$ cat src/logic/reset_ctrl_pkg.sv
package reset_ctrl_pkg;
    // width of the peripheral reset / clock gating word
    localparam int PERIPH_WIDTH = 32;
    // clock domains per peripheral unit
    localparam int DOMAINS = 2;
    // cause bit positions
    localparam int CAUSE_PIN = 0;
    localparam int CAUSE_POWER_ON = 1;
    localparam int CAUSE_DROOP = 2;
    localparam int CAUSE_SOFTWARE = 3;
    localparam int CAUSE_WATCHDOG = 4;
    localparam int CAUSE_WIDTH = 5;
    localparam logic [4:0] CAUSE_RESET = 5'h00;
    localparam logic [31:0] WDOG_COUNT_RESET = 32'hFFFFFFFF;
    // release stretch: time in ns and derived cycles at 125 MHz
    localparam int RELEASE_NS = 64;
    localparam int CLK_PERIOD_NS = 8;
    localparam int RELEASE_CYCLES = (RELEASE_NS + CLK_PERIOD_NS - 1)
        / CLK_PERIOD_NS;
    localparam logic [3:0] RELEASE_COUNT = 4'(RELEASE_CYCLES);
    typedef enum logic [2:0] {
        SEQ_HOLD = 3'h1,
        SEQ_RELEASE = 3'h2,
        SEQ_RUN = 3'h4
    } seq_state_type;
endpackage : reset_ctrl_pkg

$ cat src/logic/system_reset_controller.sv
// How it works
// - power-on detection resets all logic, test access port included.
// - reset pin resets core and peripherals but not the test port.
// - internal reset held until every reset source goes inactive, then for the 8-cycle release stretch, then boot.
// - power-on source only counts before the first release, never after.
// - supply droop detection disabled out of reset until software enables.
// - supply droop raises an interrupt or a reset, per configuration.
// - droop resets only when the droop reset enable bit is set.
// - droop reset has pin scope, held while the droop persists.
// - droop reset recorded in the cause record.
// - writing a peripheral bit one then zero resets that peripheral.
// - peripheral reset bits follow clock gating bit positions.
// - peripheral software reset drives every clock domain of that unit.
// - system reset request bit resets core and peripherals but not the test port.
// - watchdog interrupts on first time-out, resets on second.
// - after first time-out the 32-bit counter reloads and continues.
// - zero again with interrupt uncleared and reset enabled gives reset.
// - watchdog reset asserts internal reset then releases into boot.
// - cause bits sticky; power-on clears others and sets its own.
module system_reset_controller (
    input wire logic core_clk,
    input wire logic srst,
    input wire logic power_on_detect,
    input wire logic reset_pin_n,
    input wire logic supply_droop_detect,
    input wire logic droop_detect_enable,
    input wire logic droop_reset_enable,
    input wire logic system_reset_request_bit,
    input wire logic [31:0] peripheral_reset_control_regs,
    input wire logic wdog_enable,
    input wire logic wdog_reset_enable,
    input wire logic [31:0] watchdog_reload_value_reg,
    input wire logic wdog_service,
    input wire logic wdog_int_clear,
    output logic core_reset,
    output logic periph_reset,
    output logic tap_reset,
    output logic [31:0] periph_domain_reset_0,
    output logic [31:0] periph_domain_reset_1,
    output logic droop_interrupt,
    output logic wdog_interrupt,
    output logic [4:0] reset_cause_record,
    output logic boot_fetch
);
    logic powered_reg, powered_next;
    logic [4:0] cause_reg, cause_next;
    logic [31:0] periph_prev_reg, periph_prev_next;
    logic [31:0] periph_pulse_reg, periph_pulse_next;
    logic [31:0] wdog_count_reg, wdog_count_next;
    logic wdog_int_reg, wdog_int_next;
    logic wdog_fire_reg, wdog_fire_next;
    logic [3:0] rel_count_reg, rel_count_next;
    logic boot_reg, boot_next;
    reset_ctrl_pkg::seq_state_type state_reg, state_next;

    logic por_src, pin_src, droop_src, sw_src, wd_src, any_src;

    // droop seen while detection is switched on
    function automatic logic droop_seen(
        input logic enable,
        input logic detect
    );
        return enable && detect;
    endfunction : droop_seen

    // watchdog counter at its zero state
    function automatic logic count_at_zero(input logic [31:0] count);
        return count == 32'h00000000;
    endfunction : count_at_zero

    // the power-on source only counts until the first release
    assign por_src = power_on_detect && !powered_reg;
    assign pin_src = !reset_pin_n;
    assign droop_src = droop_seen(droop_detect_enable, supply_droop_detect)
        && droop_reset_enable;
    assign sw_src = system_reset_request_bit;
    assign wd_src = wdog_fire_reg;
    assign any_src = por_src | pin_src | droop_src | sw_src | wd_src;

    // droop with reset disabled goes to the processor as an interrupt
    assign droop_interrupt = droop_seen(droop_detect_enable,
        supply_droop_detect) && !droop_reset_enable;

    // combinational assert, clocked release
    assign core_reset = any_src
        || (state_reg != reset_ctrl_pkg::SEQ_RUN);
    assign periph_reset = core_reset;
    assign tap_reset = por_src || srst;
    assign wdog_interrupt = wdog_int_reg;
    assign reset_cause_record = cause_reg;
    assign boot_fetch = boot_reg;

    // each unit's software reset drives every domain of that unit
    generate
        for (genvar d = 0; d < reset_ctrl_pkg::DOMAINS; d++) begin : g_dom
            logic [31:0] dom_rst;
            assign dom_rst = periph_pulse_reg | {32{periph_reset}};
            if (d == 0) begin : g_d0
                assign periph_domain_reset_0 = dom_rst;
            end else begin : g_d1
                assign periph_domain_reset_1 = dom_rst;
            end
        end
    endgenerate

    // release sequencer
    always_comb begin
        state_next = state_reg;
        rel_count_next = rel_count_reg;
        boot_next = 1'b0;
        powered_next = powered_reg;
        case (state_reg)
            reset_ctrl_pkg::SEQ_HOLD: begin
                rel_count_next = 4'h0;
                if (!any_src) begin
                    state_next = reset_ctrl_pkg::SEQ_RELEASE;
                end
            end
            reset_ctrl_pkg::SEQ_RELEASE: begin
                if (any_src) begin
                    state_next = reset_ctrl_pkg::SEQ_HOLD;
                end else if (rel_count_reg == reset_ctrl_pkg::RELEASE_COUNT
                        - 4'h1) begin
                    state_next = reset_ctrl_pkg::SEQ_RUN;
                    boot_next = 1'b1;
                    powered_next = 1'b1;
                end else begin
                    rel_count_next = rel_count_reg + 4'h1;
                end
            end
            reset_ctrl_pkg::SEQ_RUN: begin
                if (any_src) begin
                    state_next = reset_ctrl_pkg::SEQ_HOLD;
                end
            end
            default: state_next = reset_ctrl_pkg::SEQ_HOLD;
        endcase
    end

    // cause record, sticky across resets
    always_comb begin
        cause_next = cause_reg;
        if (por_src) begin
            cause_next = 5'h00;
            cause_next[reset_ctrl_pkg::CAUSE_POWER_ON] = 1'b1;
        end else begin
            if (pin_src) begin
                cause_next[reset_ctrl_pkg::CAUSE_PIN] = 1'b1;
            end
            if (droop_src) begin
                cause_next[reset_ctrl_pkg::CAUSE_DROOP] = 1'b1;
            end
            if (sw_src) begin
                cause_next[reset_ctrl_pkg::CAUSE_SOFTWARE] = 1'b1;
            end
            if (wd_src) begin
                cause_next[reset_ctrl_pkg::CAUSE_WATCHDOG] = 1'b1;
            end
        end
    end

    // peripheral reset on a falling control bit, same positions as gating
    always_comb begin
        periph_prev_next = peripheral_reset_control_regs;
        periph_pulse_next = periph_prev_reg
            & ~peripheral_reset_control_regs;
    end

    // watchdog two-stage time-out
    always_comb begin
        wdog_count_next = wdog_count_reg;
        wdog_int_next = wdog_int_reg;
        wdog_fire_next = 1'b0;
        if (core_reset) begin
            wdog_count_next = watchdog_reload_value_reg;
            wdog_int_next = 1'b0;
        end else if (wdog_enable) begin
            if (wdog_service) begin
                wdog_count_next = watchdog_reload_value_reg;
            end else if (count_at_zero(wdog_count_reg)) begin
                wdog_count_next = watchdog_reload_value_reg;
                if (wdog_int_reg && wdog_reset_enable) begin
                    wdog_fire_next = 1'b1;
                end
                wdog_int_next = 1'b1;
            end else begin
                wdog_count_next = wdog_count_reg - 32'h00000001;
            end
            // a new time-out wins over a clear in the same cycle
            if (wdog_int_clear && !(count_at_zero(wdog_count_reg)
                    && !wdog_service)) begin
                wdog_int_next = 1'b0;
            end
        end else if (wdog_int_clear) begin
            wdog_int_next = 1'b0;
        end
    end

    always_ff @(posedge core_clk) begin
        if (srst) begin
            state_reg <= reset_ctrl_pkg::SEQ_HOLD;
            rel_count_reg <= 4'h0;
            boot_reg <= 1'b0;
            powered_reg <= 1'b0;
            cause_reg <= reset_ctrl_pkg::CAUSE_RESET;
            periph_prev_reg <= 32'h00000000;
            periph_pulse_reg <= 32'h00000000;
            wdog_count_reg <= reset_ctrl_pkg::WDOG_COUNT_RESET;
            wdog_int_reg <= 1'b0;
            wdog_fire_reg <= 1'b0;
        end else begin
            state_reg <= state_next;
            rel_count_reg <= rel_count_next;
            boot_reg <= boot_next;
            powered_reg <= powered_next;
            cause_reg <= cause_next;
            periph_prev_reg <= periph_prev_next;
            periph_pulse_reg <= periph_pulse_next;
            wdog_count_reg <= wdog_count_next;
            wdog_int_reg <= wdog_int_next;
            wdog_fire_reg <= wdog_fire_next;
        end
    end

    // checker helper: cycles since a source was last seen
    logic [3:0] quiet_reg, quiet_next;
    always_comb begin
        quiet_next = quiet_reg;
        if (any_src) begin
            quiet_next = 4'h0;
        end else if (quiet_reg != 4'hF) begin
            quiet_next = quiet_reg + 4'h1;
        end
    end

    always_ff @(posedge core_clk) begin
        if (srst) begin
            quiet_reg <= 4'h0;
        end else begin
            quiet_reg <= quiet_next;
        end
    end

    // checks
    a_release_wait: assert property (@(posedge core_clk) disable iff (srst)
        quiet_reg <= reset_ctrl_pkg::RELEASE_COUNT |-> core_reset)
        else $error("reset released too early");
    a_release_run: assert property (@(posedge core_clk) disable iff (srst)
        quiet_reg == reset_ctrl_pkg::RELEASE_COUNT + 4'h1
        |-> boot_fetch)
        else $error("reset not released after hold");
    a_hold_por: assert property (@(posedge core_clk) disable iff (srst)
        por_src |=> core_reset)
        else $error("power-on hold lost");
    a_boot_pulse: assert property (@(posedge core_clk) disable iff (srst)
        boot_fetch |=> !boot_fetch)
        else $error("boot fetch longer than one cycle");
    a_tap_scope: assert property (@(posedge core_clk) disable iff (srst)
        !por_src |-> !tap_reset)
        else $error("test port reset without power-on");
    a_droop_int_only: assert property (@(posedge core_clk) disable iff (srst)
        droop_interrupt |-> !droop_src)
        else $error("droop gave both interrupt and reset");
    a_droop_scope: assert property (@(posedge core_clk) disable iff (srst)
        droop_src |-> core_reset && periph_reset
            && (tap_reset == por_src))
        else $error("droop reset scope wrong");
    a_sw_reset: assert property (@(posedge core_clk) disable iff (srst)
        sw_src |-> core_reset && periph_reset)
        else $error("system request did not reset");
    a_periph_scope: assert property (@(posedge core_clk) disable iff (srst)
        periph_reset |-> (&periph_domain_reset_0)
            && (&periph_domain_reset_1))
        else $error("peripheral domain missed system reset");
    a_wdog_first: assert property (@(posedge core_clk) disable iff (srst)
        !core_reset && wdog_enable && !wdog_service
        && count_at_zero(wdog_count_reg) |=> wdog_interrupt)
        else $error("first time-out gave no interrupt");
    a_wdog_reload: assert property (@(posedge core_clk) disable iff (srst)
        !core_reset && wdog_enable && !wdog_service
        && count_at_zero(wdog_count_reg)
        |=> wdog_count_reg == $past(watchdog_reload_value_reg))
        else $error("counter not reloaded after time-out");
    a_wdog_int_hold: assert property (@(posedge core_clk) disable iff (srst)
        wdog_interrupt && !core_reset && !wdog_int_clear
        |=> wdog_interrupt)
        else $error("watchdog interrupt lost uncleared");
    a_por_cause: assert property (@(posedge core_clk) disable iff (srst)
        por_src |=> reset_cause_record
            == 5'(1 << reset_ctrl_pkg::CAUSE_POWER_ON))
        else $error("power-on cause not exclusive");
    a_pin_cause: assert property (@(posedge core_clk) disable iff (srst)
        pin_src && !por_src
        |=> reset_cause_record[reset_ctrl_pkg::CAUSE_PIN])
        else $error("pin cause not recorded");
    a_sw_cause: assert property (@(posedge core_clk) disable iff (srst)
        sw_src && !por_src
        |=> reset_cause_record[reset_ctrl_pkg::CAUSE_SOFTWARE])
        else $error("software cause not recorded");
    a_wd_cause: assert property (@(posedge core_clk) disable iff (srst)
        wd_src && !por_src
        |=> reset_cause_record[reset_ctrl_pkg::CAUSE_WATCHDOG])
        else $error("watchdog cause not recorded");
    a_por_tap_reset: assert property (@(posedge core_clk) disable iff (srst)
        por_src |-> tap_reset && core_reset)
        else $error("power-on did not reset test port");
    a_pin_no_tap: assert property (@(posedge core_clk) disable iff (srst)
        pin_src && !por_src |-> core_reset && !tap_reset)
        else $error("pin reset scope wrong");
    a_por_once: assert property (@(posedge core_clk) disable iff (srst)
        powered_reg |=> powered_reg && !por_src)
        else $error("power-on source retriggered");
    a_droop_gate: assert property (@(posedge core_clk) disable iff (srst)
        !droop_detect_enable |-> !droop_src && !droop_interrupt)
        else $error("droop active while disabled");
    a_droop_cause: assert property (@(posedge core_clk) disable iff (srst)
        droop_src && !por_src
        |=> cause_reg[reset_ctrl_pkg::CAUSE_DROOP])
        else $error("droop cause not recorded");
    a_cause_sticky: assert property (@(posedge core_clk) disable iff (srst)
        !por_src && !$past(srst) |=> (cause_reg & $past(cause_reg))
            == $past(cause_reg))
        else $error("cause bit lost");
    a_periph_pulse: assert property (@(posedge core_clk) disable iff (srst)
        $fell(peripheral_reset_control_regs[0]) |=>
            periph_domain_reset_0[0] && periph_domain_reset_1[0])
        else $error("peripheral reset pulse missing");
    a_wdog_second: assert property (@(posedge core_clk) disable iff (srst)
        !core_reset && wdog_enable && !wdog_service && wdog_int_reg
        && wdog_reset_enable && wdog_count_reg == 32'h00000000
        |=> core_reset ##1 core_reset)
        else $error("second time-out did not reset");
    a_release_boot: assert property (@(posedge core_clk) disable iff (srst)
        $fell(core_reset) |-> boot_fetch)
        else $error("release without boot fetch");
    c_pin_reset: cover property (@(posedge core_clk) $rose(pin_src));
    c_wdog_reset: cover property (@(posedge core_clk) wd_src);
    c_droop_int: cover property (@(posedge core_clk) droop_interrupt);
    c_boot: cover property (@(posedge core_clk) boot_fetch);
    c_droop_reset: cover property (@(posedge core_clk) droop_src);
endmodule : system_reset_controller

$ cat config.mk
export PLATFORM = sky130hd
export DESIGN_NAME = system_reset_controller
export DESIGN_NICKNAME = d
export VERILOG_FILES = /design/src/logic/reset_ctrl_pkg.sv /design/src/logic/system_reset_controller.sv
export SDC_FILE = /design/constraint.sdc
export NUM_CORES = 1
export LEC_CHECK = 0
export BUFFER_PORTS_ARGS = -buffer_cell sky130_fd_sc_hd__buf_2
export CELL_PAD_IN_SITES_DETAIL_PLACEMENT = 0
export CELL_PAD_IN_SITES_GLOBAL_PLACEMENT = 2
export CORE_UTILIZATION = 27
export DETAILED_ROUTE_END_ITERATION = 8
export PLACE_DENSITY_LB_ADDON = 0.12
export SLEW_MARGIN = 20
export SYNTH_ARGS = -nofsm -noshare
export SYNTH_HDL_FRONTEND = slang
export SYNTH_SLANG_ARGS = --single-unit
$ cat constraint.sdc
create_clock -name core_clk -period 2.6 [get_ports core_clk]
set_input_delay 0.26 -clock core_clk [delete_from_list [all_inputs] [get_ports core_clk]]
set_output_delay 0.26 -clock core_clk [all_outputs]
set_load 0.005 [all_outputs]
==> results_dict.tcl <==
set metrics [dict create \
    worstSetupPathType "reg2reg" \
    power.density_nw_per_um2 545 \
    start_util 0.277 \
    overflow 0 \
    grt_pass1_wl_mm 23.6 \
    async_flop_share 0 \
    post_dp_cell_area_um2 5950 \
    ir_drop_mv 0.348 \
    syn_area_um2 5000 \
    drtIter0Drc 172 \
    vias_per_cell 4.83 \
    place_congestion 0.758 \
    instances_no_fill 941 \
    maxCapViolCount 0 \
    cts.hold.buffers_added 0 \
    pwr-share-seq 0.534 \
    syn_inst 577 \
    post-dp-hpwl_mm 10.4 \
    setup-violations-final 0 \
    r2r_slack_ns 0.12 \
    worst_pin_slew_ns 0.810 \
    p_leak_nw 2.34 \
    fp.dieW_um 138 \
    clockBufferDepth 2 \
    dp_cells 925 \
    drive_gt1_frac 0.308 \
    comb_power_share 0.072 \
    cp.buffers_inverters 1 \
    io_buffers 150 \
    hold_viol 0 \
    status "complete, but fails checks" \
    min_path_type "in2reg" \
    syn-num-nets 656 \
    dieHeight_um 138 \
    r2r_end "wdog_count_reg[31]" \
    min_period_ns 2.48 \
    nets 787 \
    clock_latency_ns 0.35 \
    hold_depth 2 \
    switching_share 0.247 \
    cts_sinks 112 \
    slew_headroom 0.458 \
    cp-start-kind "flip-flop" \
    coreArea_um2 18100 \
    crit_arrival_ns 2.74 \
    whs_endpoint "periph_pulse_reg[22]" \
    fin_crit_sh 0.953 \
    syn_avg_cell_area_um2 8.67 \
    routed_wl_mm 14.6 \
    grt_usage 0.156 \
    whs_ns 0.0665 \
    end_kind "flip-flop" \
    synth_cell_type_count 51 \
    violations "design-rule violations" \
    grt_max_degree 65 \
    worst_hold_startpoint "peripheral_reset_control_regs[22]" \
    die_area_um2 19100 \
    antenna_left 0 \
    yosysWarnings 0 \
    crit_slowest_cell "or4_4" \
    mostFrequentLayoutCells "buf_2 (150), dfxtp_1 (112), nor2_1 (49), or3_1 (38), buf_4 (38)" \
    drv_slew 0 \
    rows 49 \
    required_ns 2.86 \
    fmax_ghz 0.404 \
    r2r-start "wdog_count_reg[14]" \
    reg2regPathDepth 7 \
    crit_path_max_fanout 10 \
    synth_edf_count 0 \
    layout_commonest_cell "buf_2" \
    worst-path-stages 7 \
    grt_pass1_vias 4390 \
    synthFlopType "dfxtp_1" \
    p_sw_mw 0.843 \
    synth-seq-area-share 0.448 \
    final_area_um2 6260 \
    io_pins 151 \
    antenna_found_initial 0 \
    power.internal_mw 2.57 \
    n_antenna_cell 0 \
    worstPathCellList "or4_4 -> or4_4 -> o2111a_2 -> buf_4 -> nand3b_1 -> o31ai_1 -> o31ai_1" \
    numCtsBuffers 9 \
    finClkSkew_ns 0.0107 \
    clkSlewWorstSetupHoldPaths_ns 0.08 \
    vias 4547 \
    clkPwrFrac 0.395 \
    area_delta_synth_final_pct 25.1 \
    drc_errors 18 \
    cp_top_family "simple AND/OR/NAND/NOR gates" \
    cts_tree "done" \
    post_drt_wl_per_cell_um 15.5 \
    cts_root_buffer "clkbuf_16" \
    critPathMaxStageDelay_ns 0.58 \
    synth_seq_cells 112 \
    firstDrtPassIters 6 \
    h-tree-depth 3 \
]
[per-stage QoR]
stage	total power, mW	worst slack [ns]	setup TNS (ns)	util
global route	3.58	-0.00857	-0.00857	0.346
finish	3.41	0.123	0	0.346
floorplan	1.97	0.100	0	-
detailed placement	2.11	0.00983	0	0.329
CTS	3.48	0.0501	0	0.345
global placement	2.10	0.0229	0	0.329
[Yosys cell counts (12+ instances only)]
| master | n | area (µm²) |
|---|---|---|
| dfxtp_1 | 112 | 2240 |
| nor2_1 | 49 | 184 |
| or3_1 | 38 | 238 |
| a21oi_1 | 36 | 180 |
| nor2b_1 | 36 | 225 |
| nor3b_1 | 35 | 263 |
| buf_4 | 34 | 255 |
| clkbuf_1 | 27 | 101 |
| o21ai_0 | 26 | 130 |
| nor3_1 | 21 | 105 |
| nand3_1 | 20 | 100 |
| nand2_1 | 19 | 71.3 |
| nor4_1 | 12 | 75.1 |
[cell type report]
cell class	count	area (µm²)
repair buffers	190	1080
clock buffers	9	225
well taps	229	287
inverters	8	30.0
fillers	1921	11800
flip-flops and latches	112	2240
clock inverters	6	52.6
multi-input cells	387	2350
[cells by family (layout without fill, tap and decap cells)]
kind of cell,count (synthesis),count (layout),share of synthesized area
AOI/OAI and AO/OA,105,105,0.128
xor gates and xnor gates,3,3,0.00525
adders and majority gates,3,3,0.00750
buffers and inverters,78,213,0.0910
DFF,112,112,0.448
and+or+nand+nor,276,276,0.320
[power by group through the flow]
stage | Clock, mW | Sequential (mW) | Combinational [mW]
final | 1.35 | 1.82 | 0.244
after global routing | 1.47 | 1.83 | 0.272
after CTS | 1.41 | 1.82 | 0.246
after detailed placement | 0 | 1.86 | 0.244
after global placement | 0 | 1.86 | 0.242
after floorplan | 0 | 1.85 | 0.115
[worst register-to-register path, cell delays in order, from the launching register on]
cell,delay (ns)
dfxtp_1,0.31
or4_4,0.56
or4_4,0.58
o2111a_2,0.34
buf_4,0.20
nand3b_1,0.09
o31ai_1,0.06
o31ai_1,0.25
[per-layer routing]
| metal | up-vias | GRT usage | routed length, µm |
|---|---|---|---|
| li1 | 2277 | - | - |
| met1 | 2162 | 0.213 | 7290 |
| met2 | 95 | 0.250 | 6570 |
| met3 | 13 | 0.0294 | 528 |
| met4 | 0 | 0.0438 | 190 |
| met5 | - | 0 | 0 |
[worst max-delay path by stage]
stage / start / to / slack (ns)
after floorplan: wdog_count_reg[0] / wdog_count_reg[22] / 0.10
after global placement: wdog_count_reg[1] / wdog_count_reg[22] / 0.02
after detailed placement: wdog_count_reg[18] / wdog_count_reg[11] / 0.01
after CTS: wd_src / periph_domain_reset_1[26] / 0.05
after global routing: wdog_count_reg[14] / wdog_count_reg[11] / -0.009
final: wdog_count_reg[14] / wdog_count_reg[31] / 0.12
[what timing repair did]
action,CTS,global route
buffers inserted,1,0
endpoints found under the setup margin,2,31
gates resized for setup,1,6
pin swaps,0,2
(Power assumes the default switching activity.)
